==> config.mk <==
export PLATFORM = sky130hd
export DESIGN_NAME = wave_engine
export DESIGN_NICKNAME = d
export VERILOG_FILES = /design/src/verilog/wave_engine_pkg.sv /design/src/verilog/wave_engine.sv
export SDC_FILE = /design/constraint.sdc
export NUM_CORES = 2
export LEC_CHECK = 0
export BUFFER_PORTS_ARGS = -buffer_cell sky130_fd_sc_hd__buf_2
export CAP_MARGIN = 20
export CELL_PAD_IN_SITES_DETAIL_PLACEMENT = 1
export CELL_PAD_IN_SITES_GLOBAL_PLACEMENT = 1
export CORE_UTILIZATION = 30
export DETAILED_ROUTE_END_ITERATION = 16
export GPL_TIMING_DRIVEN = 0
export PLACE_DENSITY_LB_ADDON = 0.1
export SLEW_MARGIN = 20
export SYNTH_ARGS = -nofsm -noshare
export SYNTH_HDL_FRONTEND = slang
export SYNTH_SLANG_ARGS = --single-unit
==> constraint.sdc <==
create_clock -name mclk -period 6.4 [get_ports mclk]
set_input_delay 0.64 -clock mclk [delete_from_list [all_inputs] [get_ports mclk]]
set_output_delay 0.64 -clock mclk [all_outputs]
set_load 0.01 [all_outputs]
==> src/verilog/wave_engine_pkg.sv <==
// Constants, layouts and types of the programmable waveform engine.
// Assumes the processor data space is 16-bit addressed, 8-bit wide.
package wave_engine_pkg;
	// Waveform memory placement
	localparam logic [15:0] WAVE_MEM_BASE_0 = 16'h7900;
	localparam logic [15:0] WAVE_MEM_BASE_1 = 16'h7920;
	localparam logic [15:0] WAVE_MEM_BASE_2 = 16'h7940;
	localparam logic [15:0] WAVE_MEM_BASE_3 = 16'h7960;
	localparam logic [15:0] WAVE_MEM_END    = 16'h7980;
	localparam int          WAVE_MEM_BYTES  = 32;
	localparam int          WAVE_ALL_BYTES  = 128;
	// Field groups inside one memory
	localparam logic [1:0]  FLD_LEN_BRANCH  = 2'h0;
	localparam logic [1:0]  FLD_OPCODE      = 2'h1;
	localparam logic [1:0]  FLD_OUTPUT      = 2'h2;
	localparam logic [1:0]  FLD_LOGIC       = 2'h3;
	localparam logic [2:0]  IDX_IDLE        = 3'h7;
	localparam logic [2:0]  IDX_FIRST       = 3'h0;
	// Opcode bit positions
	localparam int          OP_DP           = 0;
	localparam int          OP_DATA         = 1;
	localparam int          OP_NEXT         = 2;
	localparam int          OP_INCAD        = 3;
	localparam int          OP_INTERVAL_INTERRUPT_REQUEST         = 4;
	// Combine function codes
	localparam logic [1:0]  FN_AND          = 2'h0;
	localparam logic [1:0]  FN_OR           = 2'h1;
	// Control and data registers
	localparam logic [15:0] ADDR_SELECTOR   = 16'h7824;
	localparam logic [15:0] ADDR_BUS_CFG    = 16'h78F0;
	localparam logic [15:0] ADDR_IDLE_STAT  = 16'h78F1;
	localparam logic [15:0] ADDR_HIGH_DATA  = 16'h78F2;
	localparam logic [15:0] ADDR_LOW_TRIG   = 16'h78F3;
	localparam logic [15:0] ADDR_LOW_QUIET  = 16'h78F4;
	localparam logic [15:0] ADDR_FIFO_A     = 16'h78F5;
	localparam logic [15:0] ADDR_FIFO_B     = 16'h78F6;
	localparam logic [15:0] ADDR_READY      = 16'h78F7;
	localparam logic [7:0]  SELECTOR_RESET  = 8'hE4;
	localparam int          DONE_BIT        = 7;
	localparam int          READY_BIT       = 7;
	localparam int          WIDE_BIT        = 0;
	localparam logic [5:0]  CTL_IDLE        = 6'h3F;
	localparam logic [8:0]  LEN_ZERO_CYCLES = 9'h100;
	localparam logic [8:0]  ONE_CYCLE       = 9'h001;

	typedef enum logic {
		ST_IDLE = 1'b0,
		ST_RUN  = 1'b1
	} state_t;

	typedef struct packed {
		logic [7:0] len_branch;
		logic [7:0] opcode;
		logic [7:0] out_ctl;
		logic [7:0] logic_fn;
	} desc_t;
endpackage

==> src/verilog/wave_engine.sv <==
// Programmable waveform engine: four waveform memories, data and
// trigger registers on the processor data bus, and the interval
// sequencer that drives the peripheral bus.
// Assumes one strobe cycle per processor access, synchronous pins,
// and first-word-fall-through FIFOs outside the block.
`timescale 1ns/10ps
module wave_engine
	import wave_engine_pkg::*;
(
	// Clock and reset
	input  wire logic        mclk,
	input  wire logic        reset_n,
	// Processor data bus
	input  wire logic [15:0] xaddr,
	input  wire logic [7:0]  xwdata,
	input  wire logic        xrd,
	input  wire logic        xwr,
	output logic      [7:0]  xrdata,
	// Peripheral bus
	input  wire logic [5:0]  rdy,
	input  wire logic [15:0] data_in,
	output logic      [15:0] data_out,
	output logic             data_oe,
	output logic      [5:0]  ctl_out,
	output logic      [5:0]  adr,
	// FIFO side
	input  wire logic        pf_flag,
	input  wire logic [1:0]  fifo_empty,
	input  wire logic [1:0]  fifo_full,
	input  wire logic [15:0] fifo_rd_data,
	output logic             fifo_sel,
	output logic             fifo_pop,
	output logic             fifo_push,
	output logic      [15:0] fifo_wr_data,
	// Events
	output logic             wave_irq,
	output logic             done_irq
);
	logic [1:0]  rst_sync;
	logic        rst_n;
	logic [7:0]  wave_mem [0:WAVE_ALL_BYTES-1];
	state_t      state;
	logic [1:0]  pgm;
	logic [2:0]  ip;
	logic [8:0]  cnt;
	logic        entering;
	logic        txn_write;
	logic        txn_fifo;
	logic        done;
	logic [7:0]  selector;
	logic        wide;
	logic        ready_bit;
	logic [15:0] rd_data;

	// Reset release
	always_ff @(posedge mclk or negedge reset_n)
	begin
		if (!reset_n)
			rst_sync <= 2'h0;
		else
			rst_sync <= {rst_sync[0], 1'b1};
	end
	assign rst_n = rst_sync[1];

	// Address decode
	wire sel_mem   = (xaddr >= WAVE_MEM_BASE_0)
		&& (xaddr < WAVE_MEM_END);
	wire sel_trig  = (xaddr == ADDR_LOW_TRIG);
	wire sel_fifoa = (xaddr == ADDR_FIFO_A);
	wire sel_fifob = (xaddr == ADDR_FIFO_B);
	wire is_idle   = (state == ST_IDLE);
	wire st_srd = is_idle && xrd && sel_trig;
	wire st_swr = is_idle && xwr && sel_trig;
	wire st_frd = is_idle && xrd && (sel_fifoa || sel_fifob);
	wire st_fwr = is_idle && xwr && (sel_fifoa || sel_fifob);
	wire start  = st_srd || st_swr || st_frd || st_fwr;
	wire start_write = st_swr || st_fwr;
	wire start_fifo  = st_frd || st_fwr;
	wire [1:0] start_pgm = st_swr ? selector[7:6] :
		st_srd ? selector[5:4] :
		st_fwr ? selector[3:2] : selector[1:0];

	desc_t desc;
	assign desc.len_branch = wave_mem[{pgm, FLD_LEN_BRANCH, ip}];
	assign desc.opcode     = wave_mem[{pgm, FLD_OPCODE, ip}];
	assign desc.out_ctl    = wave_mem[{pgm, FLD_OUTPUT, ip}];
	assign desc.logic_fn   = wave_mem[{pgm, FLD_LOGIC, ip}];

	wire is_dp    = desc.opcode[OP_DP];
	wire op_data  = desc.opcode[OP_DATA];
	wire op_next  = desc.opcode[OP_NEXT];
	wire op_incad = desc.opcode[OP_INCAD];
	wire op_interval_interrupt_request  = desc.opcode[OP_INTERVAL_INTERRUPT_REQUEST];

	wire [7:0] terms = {ready_bit, pf_flag, rdy};
	wire term_a = terms[desc.logic_fn[5:3]];
	wire term_b = terms[desc.logic_fn[2:0]];
	wire [1:0] fn = desc.logic_fn[7:6];
	wire result = (fn == FN_AND) ? (term_a & term_b) :
		(fn == FN_OR) ? (term_a | term_b) : (term_a ^ term_b);

	wire [8:0] len_cycles = (desc.len_branch == 8'h00) ?
		LEN_ZERO_CYCLES : {1'b0, desc.len_branch};
	wire [8:0] cur_left = entering ? len_cycles : cnt;
	wire       last = (cur_left == ONE_CYCLE);
	wire [8:0] next_cnt = cur_left - ONE_CYCLE;

	// Branch targets; self branch holds the interval
	wire [2:0] true_branch_target  = desc.len_branch[5:3];
	wire [2:0] false_branch_target = desc.len_branch[2:0];
	wire [2:0] next_ip = is_dp ?
		(result ? true_branch_target : false_branch_target) :
		(last ? ip + 3'h1 : ip);
	wire advance = is_dp || last;
	wire running = (state == ST_RUN);
	wire to_idle = running && (next_ip == IDX_IDLE);
	// More FIFO data left to move
	wire more = txn_write ? !fifo_empty[fifo_sel] :
		!fifo_full[fifo_sel];
	wire repeat_fifo = to_idle && txn_fifo && more;
	wire finish = to_idle && !repeat_fifo;
	wire sample = running && advance && op_data && !txn_write;

	always_ff @(posedge mclk)
	begin
		if (xwr && sel_mem)
			wave_mem[xaddr[6:0]] <= xwdata;
	end

	// Control registers
	always_ff @(posedge mclk or negedge rst_n)
	begin
		if (!rst_n)
		begin
			selector  <= SELECTOR_RESET;
			wide      <= 1'b0;
			ready_bit <= 1'b0;
		end
		else if (xwr && xaddr == ADDR_SELECTOR)
			selector  <= xwdata;
		else if (xwr && xaddr == ADDR_BUS_CFG)
			wide      <= xwdata[WIDE_BIT];
		else if (xwr && xaddr == ADDR_READY)
			ready_bit <= xwdata[READY_BIT];
	end

	// Read mux
	wire [7:0] high_rd = wide ? rd_data[15:8] : 8'h00;
	wire [7:0] rd_mux = sel_mem ? wave_mem[xaddr[6:0]] :
		(xaddr == ADDR_SELECTOR) ? selector :
		(xaddr == ADDR_BUS_CFG) ? {7'h00, wide} :
		(xaddr == ADDR_IDLE_STAT) ? {done, 7'h00} :
		(xaddr == ADDR_HIGH_DATA) ? high_rd :
		(xaddr == ADDR_LOW_QUIET) ? rd_data[7:0] :
		sel_trig ? rd_data[7:0] :
		(xaddr == ADDR_READY) ? {ready_bit, 7'h00} : 8'h00;

	// Trigger read returns the old captured data
	always_ff @(posedge mclk or negedge rst_n)
	begin
		if (!rst_n)
			xrdata <= 8'h00;
		else if (xrd)
			xrdata <= rd_mux;
	end

	// Write data; high byte first, trigger loads low
	always_ff @(posedge mclk or negedge rst_n)
	begin
		if (!rst_n)
			data_out <= 16'h0000;
		else if (running && entering && op_next && txn_fifo
			&& txn_write)
			data_out <= fifo_rd_data;
		else if (is_idle && xwr && xaddr == ADDR_HIGH_DATA)
			data_out[15:8] <= xwdata;
		else if (st_swr)
			data_out[7:0] <= xwdata;
	end

	// Captured read data
	always_ff @(posedge mclk or negedge rst_n)
	begin
		if (!rst_n)
			rd_data <= 16'h0000;
		else if (sample)
			rd_data <= data_in;
	end

	// Sequencer
	always_ff @(posedge mclk or negedge rst_n)
	begin
		if (!rst_n)
		begin
			state     <= ST_IDLE;
			pgm       <= 2'h0;
			ip        <= IDX_FIRST;
			cnt       <= 9'h000;
			entering  <= 1'b0;
			txn_write <= 1'b0;
			txn_fifo  <= 1'b0;
			fifo_sel  <= 1'b0;
		end
		else
		begin
			case (state)
				ST_IDLE:
				begin
					if (start)
					begin
						state     <= ST_RUN;
						pgm       <= start_pgm;
						ip        <= IDX_FIRST;
						entering  <= 1'b1;
						txn_write <= start_write;
						txn_fifo  <= start_fifo;
						fifo_sel  <= sel_fifob;
					end
				end
				ST_RUN:
				begin
					cnt <= next_cnt;
					if (repeat_fifo)
					begin
						ip       <= IDX_FIRST;
						entering <= 1'b1;
					end
					else if (finish)
					begin
						state    <= ST_IDLE;
						ip       <= IDX_FIRST;
						entering <= 1'b0;
					end
					else
					begin
						ip       <= next_ip;
						entering <= advance && (next_ip != ip);
					end
				end
				default:
					state <= ST_IDLE;
			endcase
		end
	end

	// Done flag, set wins over the start clear
	always_ff @(posedge mclk or negedge rst_n)
	begin
		if (!rst_n)
			done <= 1'b1;
		else if (finish)
			done <= 1'b1;
		else if (start)
			done <= 1'b0;
	end

	// Pin and event outputs
	always_ff @(posedge mclk or negedge rst_n)
	begin
		if (!rst_n)
		begin
			ctl_out      <= CTL_IDLE;
			data_oe      <= 1'b0;
			adr          <= 6'h00;
			fifo_pop     <= 1'b0;
			fifo_push    <= 1'b0;
			fifo_wr_data <= 16'h0000;
			wave_irq     <= 1'b0;
			done_irq     <= 1'b0;
		end
		else
		begin
			// Pins idle together with the done pulse
			ctl_out  <= (running && !finish) ? desc.out_ctl[5:0]
				: CTL_IDLE;
			data_oe  <= running && !finish && txn_write && op_data;
			fifo_pop <= running && entering && op_next
				&& txn_fifo && txn_write;
			fifo_push <= sample && txn_fifo;
			done_irq <= finish;
			wave_irq <= running && entering && op_interval_interrupt_request;
			if (sample)
				fifo_wr_data <= data_in;
			if (running && entering && op_incad)
				adr <= adr + 6'h01;
		end
	end
endmodule // wave_engine

# Word-level counts from Yosys, hierarchy flattened
# Memory sizes are Yosys's and may differ from the RTL's.
# Index checks and enable logic that the tools add are counted.
# totals
ram_bits,1024
in_bits,71
out_inout_bits,58
reg_bits,89
mem_bits_ro,0
latchBits,0
elab_cells,154
memories,1
# classes
multipliers,0
n_eq_ne,15
mux,49
shifts,0
n_bitwise,6
add_sub_neg,3
n_lt_le_gt_ge,5
n_div,0
reduce_logical,51
# memory_table
name,depth,width,rd,rd_clocked_by_memory_dff,write_ports,line_no,source
wave_mem,128,8,5,0,1,wave_engine.sv:41,logic [7:0] wave_mem [0:WAVE_ALL_BYTES-1];
# op_table
operator,n
$eq A16 B15 Y1 const B,9
$mux W8,12
$logic_and A1 B1 Y1,30
$mux W1,19
$mux W3,6
$mux W9,2
$ge A16 B15 Y1 const B,1
$lt A16 B15 Y1 const B,1
$mux W16,1
$eq A9 B1 Y1 const B,1
$sub A9 B1 Y9 const B,1
$logic_not A8 Y1,1
$lt A3 B4 Y1 const B,2
$logic_or A1 B1 Y1,7
$add A6 B1 Y6 const B,1
$bmux W1 S3,2
$mux W2,3
$mux W6,1
$pmux W3 S2,1
$reduce_and A2 Y1,3
$reduce_bool A2 Y1,3
$logic_not A1 Y1,5
$pmux W1 S2,2
$add A3 B1 Y3 const B,1
other kinds (12),14

# Depth between registers and ports, before layout
# An unclocked memory read counts as a cell.
# logic_depth
depth_word,18
mapped_depth,24
ltp_nobuf,16

# Worst setup path before layout
# OpenSTA, ideal clock, no wires.
# synth_path
path_kind,register -> register
from,reg ip[0]
to,reg ctl_out[0]
t_arrival_ps,5454
t_required_ps,6318
period_less_slack_ps,5536
setup_ps,82
slack_ps,864
n_path_buf,7
stages_incl_launch_ff,20
path_cell_list,dfrtp_1 -> buf_2 -> buf_4 -> buf_2 -> buf_2 -> buf_2 -> buf_2 -> buf_2 -> mux4_2 -> mux4_2 -> mux2i_1 -> mux2_2 -> ha_1 -> and2_1 -> a31oi_1 -> mux2i_1 -> nor2_1 -> nor3_1 -> o31ai_4 -> a211o_1
# synth_between
elab_chain_cells,17
elab_cells_between_ends,29
cone_classes,add/sub: 1; eq/ne: 3; mux: 12; bitwise: 3; reduce/logical: 9; memory: 1
# synth_rtl
item,line_no,source
start: declaration,wave_engine.sv:44,logic [2:0] ip;
start signal: assignment,wave_engine.sv:236,ip <= next_ip;
$mem_v2 Z128 W8,n/a,
"$bmux W1 S3, on equally long branches","wave_engine.sv:96, wave_engine.sv:97",
"$mux W1, on equally long branches","wave_engine.sv:96, wave_engine.sv:97",
$xor A1 B1 Y1 / $or A1 B1 Y1 (equally long branches),wave_engine.sv:100,(fn == FN_OR) ? (term_a | term_b) : (term_a ^ term_b);
$mux W1,wave_engine.sv:100,
$mux W1,wave_engine.sv:99,wire result = (fn == FN_AND) ? (term_a & term_b) :
$mux W3,wave_engine.sv:112,(result ? true_branch_target : false_branch_target) :
$mux W3,wave_engine.sv:111,wire [2:0] next_ip = is_dp ?
$eq A3 B3 Y1,wave_engine.sv:116,wire to_idle = running && (next_ip == IDX_IDLE);
$logic_and A1 B1 Y1,wave_engine.sv:116,
$logic_and A1 B1 Y1 (2 in series),wave_engine.sv:120,wire repeat_fifo = to_idle && txn_fifo && more;
$logic_not A1 Y1,wave_engine.sv:121,wire finish = to_idle && !repeat_fifo;
$logic_and A1 B1 Y1,wave_engine.sv:121,
$logic_not A1 Y1,wave_engine.sv:274,ctl_out <= (running && !finish) ? desc.out_ctl[5:0]
$logic_and A1 B1 Y1,wave_engine.sv:274,
$mux W6 (*),wave_engine.sv:274,
end signal: assignment,wave_engine.sv:274,
end: declaration,wave_engine.sv:24,"output logic [5:0] ctl_out,"
# Every way passes the cells marked *; elsewhere a longest branch is shown, timed or not. The select of a mux whose other input is x is not followed.
# A chain may end at the register's enable or synchronous reset.

# Worst setup path after layout
# layout_path
from,reg ip[0]
to,reg ctl_out[4]
# The elaborated chain is that of the path after synthesis.

==> key figures <==
Synth
  – Synth warn: 0
  – Sequential share of the synthesized area: 0.643
  – Register bit total from synthesis: between 1000 and 1500
  – Top cells by area, synth: edfxtp_1 60%, mux4_2 24%, dfrtp_1 3.8%
  – Syn avg cell area: 19.7 um^2
  – Ys async rst share: 0.0800
  – Yosys cell types: 77
  – Largest area contributor in the netlist: edfxtp_1
  – Post-synth EDFFs: between 1000 and 1500
  – Post-Syn Area: about 0.05 mm^2
  – Synth Instances: about 2600
  – Leading register cell type out of synthesis: edfxtp_1
  – Synthesized Nets: approximately 2700
  – Yosys top cell area share: 0.599

STA
  – Tmin final: around 6200 ps
  – Max Clock Freq: 0.161 GHz
  – Clk_skew: 34.6 ps
  – RSZ-0062 raised after global routing: no
  – Finish-stage setup viols: 0
  – Final Max Tran Viols: 0
  – Fin crit share: 0.968
  – Worst Max-Slew Pin Slew: around 1200 ps
  – Final Hold Viols: 0
  – Relative slew slack: 0.168
  – Setup_tns: 0 ps

Worst setup path
  – Largest stage delay on the critical path: around 570 ps
  – Critical Path, Cell by Cell: buf_4 -> buf_6 -> buf_4 -> buf_8 -> buf_8 -> buf_12 -> buf_8 -> mux4_2 -> mux4_2 -> mux2i_2 -> mux2_2 -> ha_2 -> and2_1 -> a31oi_4 -> mux2i_1 -> nor2_1 -> nor3_4 -> o31ai_4 -> buf_12 -> a211o_1
  – Crit end category: flop
  – Reg2Reg Capture Point: ctl_out[4]
  – Internal reg-to-reg setup slack: just over 200 ps
  – Worst R2R Path Depth: 20
  – Element type at the critical path start: flop
  – Crit path kind: reg2reg
  – Crit path max-delay cell type: mux4_2
  – Reg2Reg Launch Point: ip[0]
  – CP max FO: 10
  – Cell family with most CP delay: multiplexers
  – CP most frequent cell: buf_8
  – Critical path arrival: 6910 ps
  – CP Buf/Inv Count: 8
  – CP required: between 7000 and 8000 ps

Floorplanning
  – Num rows: about 150
  – Die W: roughly 420 um
  – # IOs: between 100 and 150
  – Core area: 0.170 mm^2
  – Initial Utilization: 0.302
  – Die Ht: roughly 420 um
  – Die Footprint: 0.173 mm^2

Place
  – Port-buffer cells: 121
  – HPWL after DPL: roughly 170000 um
  – Final Wtd Congestion: 0.904

Worst hold path
  – HP Start: fifo_rd_data[13]
  – Worst Hold Depth: 3
  – Hold Path End: data_out[13]
  – Hold Crit Class: in2reg

Detailed routing
  – Residual DRC: 0
  – Post-route ant nets: 0
  – Vias per inst: ~5.9
  – TritonRoute pass-1 iters: 7
  – Drt wl/cell: between 40 and 50 um
  – Overall routed net length: 229000 um
  – Initial DRC count: ~4300
  – Via count: about 31000

Global route
  – Largest net degree at the start of global routing: ~110
  – Vias in the first global route: approximately 32000
  – All-Layer GR Usage: 0.265
  – First-pass GRT wire length: between 300000 and 400000 um
  – Total gr overflow: 0
  – Initial antenna violation count: 20

CTS
  – Clock transition at the registers of the reported paths: roughly 60 ps
  – Clock sink total: 1113
  – CTS Buf Count: 130
  – CTS tree: built
  – Clock Tree Buf Depth: 3
  – Worst skew pair latency: 820 ps
  – CTS Root Cell: clkbuf_16
  – H-tree depth: 4

Finish
  – Nets: 2990
  – Commonest non-fill, non-tap cell in the layout: edfxtp_1
  – Number of fillers in the final layout: 16600
  – Share of cells above drive strength 1: 0.389
  – Area Growth Syn to Fin: 18.1%
  – Final core occ: 0.357
  – Commonest non-fill, non-tap cells in the layout: 1024 x edfxtp_1, 553 x mux4_2, 176 x buf_2

Power and ir drop
  – Max IR drop VDD: around 320 uV
  – Leak pwr: roughly 19 nW
  – PwrDens: around 280 mW/mm^2

Run
  – Max-cap viol count: 0

Status
  – Outcome: finished clean
==> synth_stat cells (33+ instances only) <==
cell / count
buf_1: 55
dfrtp_1: 78
edfxtp_1: 1024
nand2_1: 89
buf_2: 39
nor2_1: 171
mux4_2: 553
clkbuf_1: 74
mux2_2: 56
mux2i_1: 116
o21ai_0: 36
a21oi_1: 36
nor2b_1: 33
==> power breakdown <==
group          switching [mW]  internal, mW
Combinational           0.834         0.450
Sequential             0.0105          7.95
Clock                    3.12          4.41
==> worst reg2reg max path: cells and delay by family, from the launching register on <==
kind	cells	cell delay, ps
muxes	5	2050
AOI/OAI and AO/OA	3	620
DFF	1	360
and+or+nand+nor	3	570
buffers and inverters	8	2090
adders and majority gates	1	420
==> final cells by class <==
type | instances | area, um^2 | share of cell area
plain buffers | 178 | 1100 | 0.0182
multi-input cells | 1300 | 17600 | 0.290
diodes | 5 | 12.5 | 0.000207
flip-flops and latches | 1113 | 33000 | 0.545
clock buffers | 172 | 3550 | 0.0585
inverters | 15 | 56.3 | 0.000929
repair buffers | 175 | 1890 | 0.0312
clock inverters | 59 | 617 | 0.0102
well taps | 2218 | 2780 | 0.0458
==> per-layer routing <==
layer  vias to the layer above  routed length, um  GRT usage
met2                      1673             108000      0.423
met4                        10               8890     0.0985
li1                      11700                  -          -
met5                         -                 69          0
met3                       356              18900     0.0536
met1                     17300              94000      0.356
==> kinds of logic (layout without fill, tap and decap cells) <==
logic type | count (synthesis) | count (layout) | synth area share
compound gates | 175 | 175 | 0.0236
xor+xnor | 15 | 15 | 0.00256
fa+ha+maj | 6 | 6 | 0.00146
buf+inv | 197 | 599 | 0.0178
flops | 1113 | 1113 | 0.643
mux | 726 | 726 | 0.278
other cells | 1 | 6 | 0.0000731
simple gates | 377 | 377 | 0.0336
==> how the worst max path moves through the flow <==
stage | start | endpoint | slack, ps | depth (start not counted)
after floorplan | ip[0] | ctl_out[0] | 860 | 19
after global placement | ip[2] | ctl_out[4] | -3490 | 16
after detailed placement | ip[1] | ctl_out[4] | -2560 | 22
after CTS | ip[0] | ctl_out[4] | 60 | 20
after global routing | ip[0] | ctl_out[4] | 60 | 20
final | ip[0] | ctl_out[4] | 210 | 20
==> flip-flops by register name (all words and copies together) (netlist names), 2 cells and up <==
| name | flops |
|---|---|
| data_out | 16 |
| ctl_out | 6 |
| xrdata | 8 |
| ip | 3 |
| rst_sync | 2 |
| adr | 6 |
| cnt | 9 |
| pgm | 2 |
| selector | 8 |
| fifo_wr_data | 16 |
| wave_mem | 1024 |
==> per-stage QoR <==
step                total power [mW]  setup slack, ps  hold slack (ps)  area, um^2  instances
finish                          16.8              206             60.9       60600       5235
CTS                             16.8             57.5             21.8       60600       5231
detailed placement              9.37            -2560              336       56100       4998
global route                    17.1             62.3             67.3       60600       5230
floorplan                       8.64              864              331       51300       2610
global placement                9.29            -3490              341       54700       4949
==> repair_timing <==
action / in CTS / in global routing
resized for setup: 65 / 7
buffers inserted: 3 / 1
endpoints found under the setup margin: 27 / 17
gates cloned: 0 / 0
hold buffers: 1 / 0
endpoints found under the hold margin: 2 / 0
pin swaps: 1 / 2
Note: power is estimated with default switching activity, not from simulation.
